File: src/common/sal_regs.svh
// Register indices, field positions and reset values of the aux output lock control
`ifndef SAL_REGS_SVH
`define SAL_REGS_SVH

`define SAL_IDX_MODE 16'hE0C8
`define SAL_IDX_LOCK 16'hE0C9
`define SAL_IDX_HOT 16'hE0CA
`define SAL_IDX_AUXEN 16'hE0CB
`define SAL_IDX_BEHAV 16'hE0CC
`define SAL_IDX_IRQ_STS 16'hE0CD
`define SAL_IDX_IRQ_MASK 16'hE0CE

`define SAL_MODE_OFF 2'h0
`define SAL_MODE_ON 2'h1
`define SAL_MODE_GATED 2'h2

`define SAL_RST_MODE 2'h1
`define SAL_RST_HOT 1'h0
`define SAL_RST_BEHAV 1'h0
`define SAL_RST_IRQ 3'h0

`define SAL_IRQ_LOST 0
`define SAL_IRQ_GAINED 1
`define SAL_IRQ_AUXOFF 2
`define SAL_IRQ_W 3

`define SAL_RESP_OKAY 2'h0
`define SAL_RESP_SLVERR 2'h2

`endif

File: src/common/sal_pkg.sv
// Types shared by the aux output lock control
`default_nettype none
package sal_pkg;

  typedef struct packed {
    logic lock;
    logic frame_sync;
    logic [23:0] data;
  } sal_rx_in_type;

  typedef struct packed {
    logic frame_sync;
    logic [23:0] data;
    logic src_mute;
  } sal_rx_out_type;

endpackage : sal_pkg
`default_nettype wire

File: src/hw/sal_ctrl.sv
// Aux output gating, lock status, restart and loss-of-lock control with AXI4-Lite registers
`timescale 1ns/1ps
`default_nettype none
`include "sal_regs.svh"

module sal_ctrl #(
  parameter int ADDR_W = 20
) (
  input wire logic mclk,
  input wire logic resetn,
  input wire logic [ADDR_W-1:0] s_axi_awaddr,
  input wire logic s_axi_awvalid,
  output logic s_axi_awready,
  input wire logic [31:0] s_axi_wdata,
  input wire logic [3:0] s_axi_wstrb,
  input wire logic s_axi_wvalid,
  output logic s_axi_wready,
  output logic [1:0] s_axi_bresp,
  output logic s_axi_bvalid,
  input wire logic s_axi_bready,
  input wire logic [ADDR_W-1:0] s_axi_araddr,
  input wire logic s_axi_arvalid,
  output logic s_axi_arready,
  output logic [31:0] s_axi_rdata,
  output logic [1:0] s_axi_rresp,
  output logic s_axi_rvalid,
  input wire logic s_axi_rready,
  input wire sal_pkg::sal_rx_in_type rx_in,
  output sal_pkg::sal_rx_out_type rx_out,
  input wire logic spdif_i2s_sel,
  input wire logic aux_stream_in,
  output logic aux_stream_out,
  output logic aux_out_en,
  output logic irq
);
  import sal_pkg::*;

  // Write channel holding registers
  logic aw_held_reg;
  logic aw_held_next;
  logic [15:0] aw_idx_reg;
  logic [15:0] aw_idx_next;
  logic w_held_reg;
  logic w_held_next;
  logic [15:0] w_data_reg;
  logic [15:0] w_data_next;
  logic [1:0] w_strb_reg;
  logic [1:0] w_strb_next;
  logic bvalid_reg;
  logic bvalid_next;
  logic [1:0] bresp_reg;
  logic [1:0] bresp_next;

  // Read channel registers
  logic rvalid_reg;
  logic rvalid_next;
  logic [31:0] rdata_reg;
  logic [31:0] rdata_next;
  logic [1:0] rresp_reg;
  logic [1:0] rresp_next;

  // Control and status state
  logic [1:0] mode_reg;
  logic [1:0] mode_next;
  logic hot_reg;
  logic hot_next;
  logic behav_reg;
  logic behav_next;
  logic lock_reg;
  logic aux_en_reg;
  logic aux_en_next;
  logic [`SAL_IRQ_W-1:0] irq_sts_reg;
  logic [`SAL_IRQ_W-1:0] irq_sts_next;
  logic [`SAL_IRQ_W-1:0] irq_mask_reg;
  logic [`SAL_IRQ_W-1:0] irq_mask_next;
  logic [`SAL_IRQ_W-1:0] irq_event;
  sal_rx_out_type rx_out_reg;
  sal_rx_out_type rx_out_next;

  // Address decode: the word index is the byte address shifted by two
  // Bits above the 16-bit index must be clear, or far addresses would alias registers
  localparam logic [15:0] IDX_NONE = 16'hffff;
  wire [ADDR_W-3:0] ar_word = s_axi_araddr[ADDR_W-1:2];
  wire [ADDR_W-3:0] aw_word = s_axi_awaddr[ADDR_W-1:2];
  wire ar_in_range = ((ar_word >> 16) == '0);
  wire aw_in_range = ((aw_word >> 16) == '0);
  wire [15:0] ar_idx = ar_in_range ? 16'(ar_word) : IDX_NONE;
  wire [15:0] aw_idx_in = aw_in_range ? 16'(aw_word) : IDX_NONE;
  wire aw_take = s_axi_awvalid && s_axi_awready;
  wire w_take = s_axi_wvalid && s_axi_wready;
  wire ar_take = s_axi_arvalid && s_axi_arready;
  wire wr_fire = aw_held_reg && w_held_reg && !bvalid_reg;

  wire wr_mode = wr_fire && (aw_idx_reg == `SAL_IDX_MODE);
  wire wr_lock = wr_fire && (aw_idx_reg == `SAL_IDX_LOCK);
  wire wr_hot = wr_fire && (aw_idx_reg == `SAL_IDX_HOT);
  wire wr_auxen = wr_fire && (aw_idx_reg == `SAL_IDX_AUXEN);
  wire wr_behav = wr_fire && (aw_idx_reg == `SAL_IDX_BEHAV);
  wire wr_sts = wr_fire && (aw_idx_reg == `SAL_IDX_IRQ_STS);
  wire wr_mask = wr_fire && (aw_idx_reg == `SAL_IDX_IRQ_MASK);
  wire wr_hit = wr_mode || wr_lock || wr_hot || wr_auxen || wr_behav || wr_sts || wr_mask;

  // Only the low byte lane carries live bits
  wire lane0 = w_strb_reg[0];
  wire [7:0] wbyte = w_data_reg[7:0];

  wire rd_mode = (ar_idx == `SAL_IDX_MODE);
  wire rd_lock = (ar_idx == `SAL_IDX_LOCK);
  wire rd_hot = (ar_idx == `SAL_IDX_HOT);
  wire rd_auxen = (ar_idx == `SAL_IDX_AUXEN);
  wire rd_behav = (ar_idx == `SAL_IDX_BEHAV);
  wire rd_sts = (ar_idx == `SAL_IDX_IRQ_STS);
  wire rd_mask = (ar_idx == `SAL_IDX_IRQ_MASK);
  wire rd_hit = rd_mode || rd_lock || rd_hot || rd_auxen || rd_behav || rd_sts || rd_mask;

  // Read mux; upper bits stay zero
  wire [31:0] rd_word =
    rd_mode ? {30'h0, mode_reg} :
    rd_lock ? {31'h0, lock_reg} :
    rd_hot ? {31'h0, hot_reg} :
    rd_auxen ? {31'h0, aux_en_reg} :
    rd_behav ? {31'h0, behav_reg} :
    rd_sts ? {29'h0, irq_sts_reg} :
    rd_mask ? {29'h0, irq_mask_reg} :
    32'h0000_0000;

  // Lock edges; lock input is taken as synchronous to mclk
  wire lock_fall = lock_reg && !rx_in.lock;
  wire lock_rise = !lock_reg && rx_in.lock;

  // Mode decode for the aux enable
  wire mode_gate_on = hot_next && rx_in.lock;
  wire aux_en_calc =
    (mode_reg == `SAL_MODE_ON) ? 1'b1 :
    (mode_reg == `SAL_MODE_GATED) ? mode_gate_on :
    1'b0;

  // Event sources of the sticky status bits
  assign irq_event[`SAL_IRQ_LOST] = lock_fall;
  assign irq_event[`SAL_IRQ_GAINED] = lock_rise;
  assign irq_event[`SAL_IRQ_AUXOFF] = aux_en_reg && !aux_en_next;

  // Bus handshake outputs
  assign s_axi_awready = !aw_held_reg && !bvalid_reg;
  assign s_axi_wready = !w_held_reg && !bvalid_reg;
  assign s_axi_bvalid = bvalid_reg;
  assign s_axi_bresp = bresp_reg;
  assign s_axi_arready = !rvalid_reg;
  assign s_axi_rvalid = rvalid_reg;
  assign s_axi_rdata = rdata_reg;
  assign s_axi_rresp = rresp_reg;

  // Pin gating only acts while the S/PDIF-to-I2S function drives the pins
  assign aux_out_en = aux_en_reg && spdif_i2s_sel;
  assign aux_stream_out = aux_stream_in && aux_out_en;
  assign rx_out = rx_out_reg;
  assign irq = |(irq_sts_reg & irq_mask_reg);

  // Write address and data are latched independently, in either order
  always_comb begin
    aw_held_next = aw_held_reg;
    aw_idx_next = aw_idx_reg;
    w_held_next = w_held_reg;
    w_data_next = w_data_reg;
    w_strb_next = w_strb_reg;
    bvalid_next = bvalid_reg;
    bresp_next = bresp_reg;
    if (aw_take) begin
      aw_held_next = 1'b1;
      aw_idx_next = aw_idx_in;
    end
    if (w_take) begin
      w_held_next = 1'b1;
      w_data_next = s_axi_wdata[15:0];
      w_strb_next = s_axi_wstrb[1:0];
    end
    if (wr_fire) begin
      aw_held_next = 1'b0;
      w_held_next = 1'b0;
      bvalid_next = 1'b1;
      bresp_next = wr_hit ? `SAL_RESP_OKAY : `SAL_RESP_SLVERR;
    end else if (bvalid_reg && s_axi_bready) begin
      bvalid_next = 1'b0;
    end
  end

  // Read answer registered one cycle after the address is taken
  always_comb begin
    rvalid_next = rvalid_reg;
    rdata_next = rdata_reg;
    rresp_next = rresp_reg;
    if (ar_take) begin
      rvalid_next = 1'b1;
      rdata_next = rd_word;
      rresp_next = rd_hit ? `SAL_RESP_OKAY : `SAL_RESP_SLVERR;
    end else if (rvalid_reg && s_axi_rready) begin
      rvalid_next = 1'b0;
    end
  end

  // Control register updates
  always_comb begin
    mode_next = mode_reg;
    behav_next = behav_reg;
    irq_mask_next = irq_mask_reg;
    hot_next = hot_reg;
    if (wr_mode && lane0) begin
      mode_next = wbyte[1:0];
    end
    if (wr_behav && lane0) begin
      behav_next = wbyte[0];
    end
    if (wr_mask && lane0) begin
      irq_mask_next = wbyte[`SAL_IRQ_W-1:0];
    end
    if (wr_hot && lane0) begin
      hot_next = wbyte[0];
    end
    // Hardware clear beats a software set: no restart without lock
    if (!rx_in.lock) begin
      hot_next = 1'b0;
    end
  end

  // Sticky status, write one to clear; a new event wins over the clear
  always_comb begin
    irq_sts_next = irq_sts_reg;
    if (wr_sts && lane0) begin
      irq_sts_next = irq_sts_reg & ~wbyte[`SAL_IRQ_W-1:0];
    end
    irq_sts_next = irq_sts_next | irq_event;
  end

  // One register feeds status and pins; the pins are also gated by spdif_i2s_sel, which the status read does not show
  assign aux_en_next = aux_en_calc;

  // Receiver output shaping by loss-of-lock behaviour
  always_comb begin
    rx_out_next = '0;
    if (behav_reg) begin
      rx_out_next.frame_sync = rx_in.frame_sync;
      rx_out_next.data = rx_in.lock ? rx_in.data : 24'h00_0000;
      rx_out_next.src_mute = 1'b0;
    end else begin
      rx_out_next.frame_sync = rx_in.frame_sync && rx_in.lock;
      rx_out_next.data = rx_in.lock ? rx_in.data : 24'h00_0000;
      rx_out_next.src_mute = !rx_in.lock;
    end
  end

  // Write channel state
  always_ff @(posedge mclk or negedge resetn) begin
    if (!resetn) begin
      aw_held_reg <= 1'b0;
      aw_idx_reg <= 16'h0000;
      w_held_reg <= 1'b0;
      w_data_reg <= 16'h0000;
      w_strb_reg <= 2'h0;
      bvalid_reg <= 1'b0;
      bresp_reg <= `SAL_RESP_OKAY;
    end else begin
      aw_held_reg <= aw_held_next;
      aw_idx_reg <= aw_idx_next;
      w_held_reg <= w_held_next;
      w_data_reg <= w_data_next;
      w_strb_reg <= w_strb_next;
      bvalid_reg <= bvalid_next;
      bresp_reg <= bresp_next;
    end
  end

  // Read answer state; rdata freezes at the take edge and stands until rready
  always_ff @(posedge mclk or negedge resetn) begin
    if (!resetn) begin
      rvalid_reg <= 1'b0;
      rdata_reg <= 32'h0000_0000;
      rresp_reg <= `SAL_RESP_OKAY;
    end else begin
      rvalid_reg <= rvalid_next;
      rdata_reg <= rdata_next;
      rresp_reg <= rresp_next;
    end
  end

  // Software control bits and sticky status
  always_ff @(posedge mclk or negedge resetn) begin
    if (!resetn) begin
      mode_reg <= `SAL_RST_MODE;
      hot_reg <= `SAL_RST_HOT;
      behav_reg <= `SAL_RST_BEHAV;
      irq_mask_reg <= `SAL_RST_IRQ;
      irq_sts_reg <= `SAL_RST_IRQ;
    end else begin
      mode_reg <= mode_next;
      hot_reg <= hot_next;
      behav_reg <= behav_next;
      irq_mask_reg <= irq_mask_next;
      irq_sts_reg <= irq_sts_next;
    end
  end

  // Lock flag and aux enable state, readable by software
  always_ff @(posedge mclk or negedge resetn) begin
    if (!resetn) begin
      lock_reg <= 1'b0;
      aux_en_reg <= 1'b0;
    end else begin
      lock_reg <= rx_in.lock;
      aux_en_reg <= aux_en_next;
    end
  end

  // Registered receiver outputs, one cycle behind rx_in
  always_ff @(posedge mclk or negedge resetn) begin
    if (!resetn) begin
      rx_out_reg <= '0;
    end else begin
      rx_out_reg <= rx_out_next;
    end
  end

endmodule : sal_ctrl

`default_nettype wire

File: config.mk
export PLATFORM = sky130hd
export DESIGN_NAME = sal_ctrl
export DESIGN_NICKNAME = d
export VERILOG_FILES = /design/src/common/sal_pkg.sv /design/src/hw/sal_ctrl.sv
export VERILOG_INCLUDE_DIRS = /design/src /design/src/common
export SDC_FILE = /design/constraint.sdc
export NUM_CORES = 1
export LEC_CHECK = 0
export ABC_AREA = 1
export BUFFER_PORTS_ARGS = -buffer_cell sky130_fd_sc_hd__buf_2
export CORE_ASPECT_RATIO = 1.75
export CORE_MARGIN = 2
export CORE_UTILIZATION = 35
export CTS_BUF_LIST = sky130_fd_sc_hd__clkbuf_16
export DETAILED_ROUTE_END_ITERATION = 10
export HOLD_SLACK_MARGIN = 0.06
export PLACE_DENSITY = 0.7
export REMOVE_ABC_BUFFERS = 1
export SYNTH_ARGS = -nofsm -noshare
export SYNTH_HDL_FRONTEND = slang
export SYNTH_SLANG_ARGS = --single-unit
File: constraint.sdc
create_clock -name mclk -period 2.45 [get_ports mclk]
set_clock_uncertainty 0.05 [all_clocks]
set_input_delay 0.1225 -clock mclk [delete_from_list [all_inputs] [get_ports mclk]]
set_output_delay 0.1225 -clock mclk [all_outputs]
set_load 0.005 [all_outputs]
==> parameters.txt <==
Parameter                              Value

Die
  Placeable core region    8980 sq um
  Top-level I/O count    181
  Effective utilization at floorplan    0.356
  Floorplan die area    9940 sq um
  Width of the chip    76.2 um
  Die height    130 um
  Site Rows    46

Yosys
  Flop and latch count out of synthesis    67
  Number of warning messages in the yosys log    0
  Sequential-to-total area share from yosys stat    0.525
  Async S/R FF share, synth    1.00
  Number of flops mapped to enable cells by yosys    0
  Post-synth top flop    dfrtp_1
  Syn Std Cell Area    3200 sq um
  Count of cell types in the netlist    33
  Count of mapped cells out of synthesis    376
  Mean post-synth cell area    8.50 sq um

Run status
  Outcome    complete, no violations

Flow run
  Number of violations of the max-capacitance limit    0

Finish
  Cell Count, Final, Fillers Out    663
  Layout Cell Area excl Fill    4560 sq um
  Layout filler cell count    848
  Ratio of cells with drive above 1 in the final layout    0.269
  Flip-flop count of the largest register after layout    26
  Final antenna diode count    0
  Nets    650
  Storage cell area    1680 sq um
  Relative area change from synthesis to final layout    42.8%
  Combined area of the multi-input logic cells    1120 sq um

Clock tree
  Latest clock arrival within the worst-skew pair    330 ps
  Post-CTS repair timing setup buffer count    0
  Maximum level of the CTS H-tree    3
  Clock Tree Buf Depth    2
  CTS Hold Buffers Added    48
  TritonCTS clock tree    yes
  Root buffer cell    clkbuf_16
  Resized Gates After CTS    0
  Total number of clock tree sinks    67
  Total clock buffers created by CTS    9
  Clock Pin Slew Worst Setup and Hold Paths    60 ps

Setup path
  Critical Path Start Type    flop
  Req. time, crit path    2640 ps
  Worst Reg2Reg Path Length in Cells    6
  Cell-by-cell trace of the critical path    nor2_1 > nand2_1 > buf_4 > inv_1 > o21ai_0 > o21ai_0
  Crit Path Class    reg -> reg
  RR Startpoint    s_axi_bvalid$_DFFE_PN0P_
  Buffering stage count on the worst path with inverters included    2
  Setup slack, reg-to-reg    910 ps
  Top cell by count, worst path    o21ai_0
  Critical R2R Capture    aw_idx_reg[8]$_DFFE_PN0P_
  Kind of cell with the highest combined delay on the critical path    buffers and inverters
  Standard cell with the maximum stage delay on the critical path    dfrtp_1
  Kind of end point of the critical path    flop
  CP max FO    23
  Maximum cell stage delay along the critical path    410 ps
  Arrival time of data at the critical path endpoint    1730 ps

Placement
  Placer congestion estimate    0.836
  Number of port buffers    113
  Worst slack after detailed placement    906 ps
  Final HPWL DP    5200 um
  Placed cell count    600
  Dpl cell area    3770 sq um

Global route
  Global-route wire length before repair    12,400 um
  Pin count of the biggest net entering global routing    42
  Via count of the first global-routing pass    2,743
  All-Layer GR Usage    0.156
  Initial antenna violation count    0
  GR Overflow Total    0

STA
  Minimum period implied by the final worst setup slack    1540 ps
  RSZ-0062 raised after global routing    no
  Final slew viol count    0
  Final-report hold violation count    0
  Endpoints failing setup    0
  Headroom to the max-slew limit    0.583
  Final setup TNS    0 ps
  Period utilisation layout    0.627
  Min setup slack post-route    915 ps
  Slew at the pin closest to its max-slew limit    626 ps
  Timing-limited maximum frequency    651 MHz

Worst hold path
  Startpoint of the worst hold path    s_axi_arvalid
  Hold-critical path depth    3
  Capture endpoint of the worst hold path    s_axi_rvalid$_DFFE_PN0P_
  Worst min path class    in -> reg

Routing
  Wire length reported by the detailed router    7650 um
  Vias post-DR    2,881
  Number of DRC violations after detailed-routing iteration 0    121
  Via-per-instance ratio    4.35
  Per-cell routed wire length    11.5 um
  Remaining antenna violation count after routing    0
  Post-route DRC    0
  DR pass1 iterations    4

Power
  Power density relative to cell area    776 nW/um^2
  Reported leakage power    2.53 nW
  Worst vdd ir    0.657 mV
layout by cell type, fill, tap and decap left out, types with 2 or more instances in the layout:
master and count:
a21oi_1 5, nor2_4 4, inv_1 59, clkbuf_16 9
buf_2 113, nand4_1 15, nand3_1 15, nor2_1 28
nand3_2 2, nor3_1 3, bufinv_16 2, conb_1 31
nor2_2 2, o21ai_0 37, nand2_1 81, dfrtp_1 66
clkinvlp_4 3, dlygate4sd3_1 48, nor3_2 2
through the flow:
stage	util	hold slack (ps)	total power [mW]
6_report	0.508	90.4	3.54
5_1_grt	0.508	105	3.79
4_1_cts	0.508	84.0	3.60
3_5_place_dp	0.420	129	2.15
3_3_place_gp	0.420	103	2.11
2_1_floorplan	-	-223	1.86
report_power, final:
group	switching (mW)	internal, mW
Combinational	0.423	0.300
Sequential	0.125	1.34
Clock	0.473	0.885
cell type report:
type,count,area share
flip-flops and latches,67,0.368
clock buffers,9,0.0493
multi-input cells,237,0.245
clock inverters,6,0.0200
inverters,61,0.0502
well taps,120,0.0329
repair buffers,163,0.235
Yosys cell counts, types with 2 or more instances:
cell      count  area [sq um]
a21oi_1       5          25.0
buf_4        31           233
buf_6         2          22.5
clkbuf_1      7          26.3
dfrtp_1      66          1650
inv_1        59           221
nand2_1      81           304
nand3_1      15          75.1
nand3_2       2          20.0
nand4_1      15          93.8
nor2_1       28           105
nor2_2        2          12.5
nor2_4        4          45.0
nor3_1        3          15.0
nor3_2        2          20.0
o21ai_0      37           185
kinds of logic (layout without fill, tap and decap cells):
logic type / count (synthesis) / after routing / share of synthesized area
mux: 1 / 1 / 0.00313
simple gates: 156 / 156 / 0.226
compound gates: 49 / 49 / 0.0841
other cells: 1 / 31 / 0.00117
flops: 67 / 67 / 0.525
buf+inv: 102 / 239 / 0.161
worst min-delay path: cells and delay by family:
kind	cells	cell delay [ps]
simple gates	1	120
compound gates	1	110
buf+inv	1	70
worst max-delay path by stage:
stage / start / to / slack (ps) / cells after the start
after floorplan: s_axi_bvalid$_DFFE_PN0P_ / aw_idx_reg[0]$_DFFE_PN0P_ / 1060 / 5
after global placement: s_axi_bvalid$_DFFE_PN0P_ / aw_idx_reg[0]$_DFFE_PN0P_ / 950 / 6
after detailed placement: aw_idx_reg[12]$_DFFE_PN0P_ / irq_sts_reg[2]$_DFF_PN0_ / 910 / 10
after CTS: aw_idx_reg[12]$_DFFE_PN0P_ / irq_sts_reg[2]$_DFF_PN0_ / 900 / 10
after global routing: s_axi_bvalid$_DFFE_PN0P_ / irq_mask_reg[0]$_DFFE_PN0P_ / 690 / 6
final: s_axi_bvalid$_DFFE_PN0P_ / aw_idx_reg[8]$_DFFE_PN0P_ / 910 / 6
layer usage:
metal,global-route usage,vias to the layer above,wire length (um)
met4,0.0759,0,179
met3,0.0433,13,429
met1,0.160,1316,2790
li1,-,1447,-
met5,0,-,0
met2,0.293,105,4260
No activity file was read; power rests on OpenSTA's default activity.
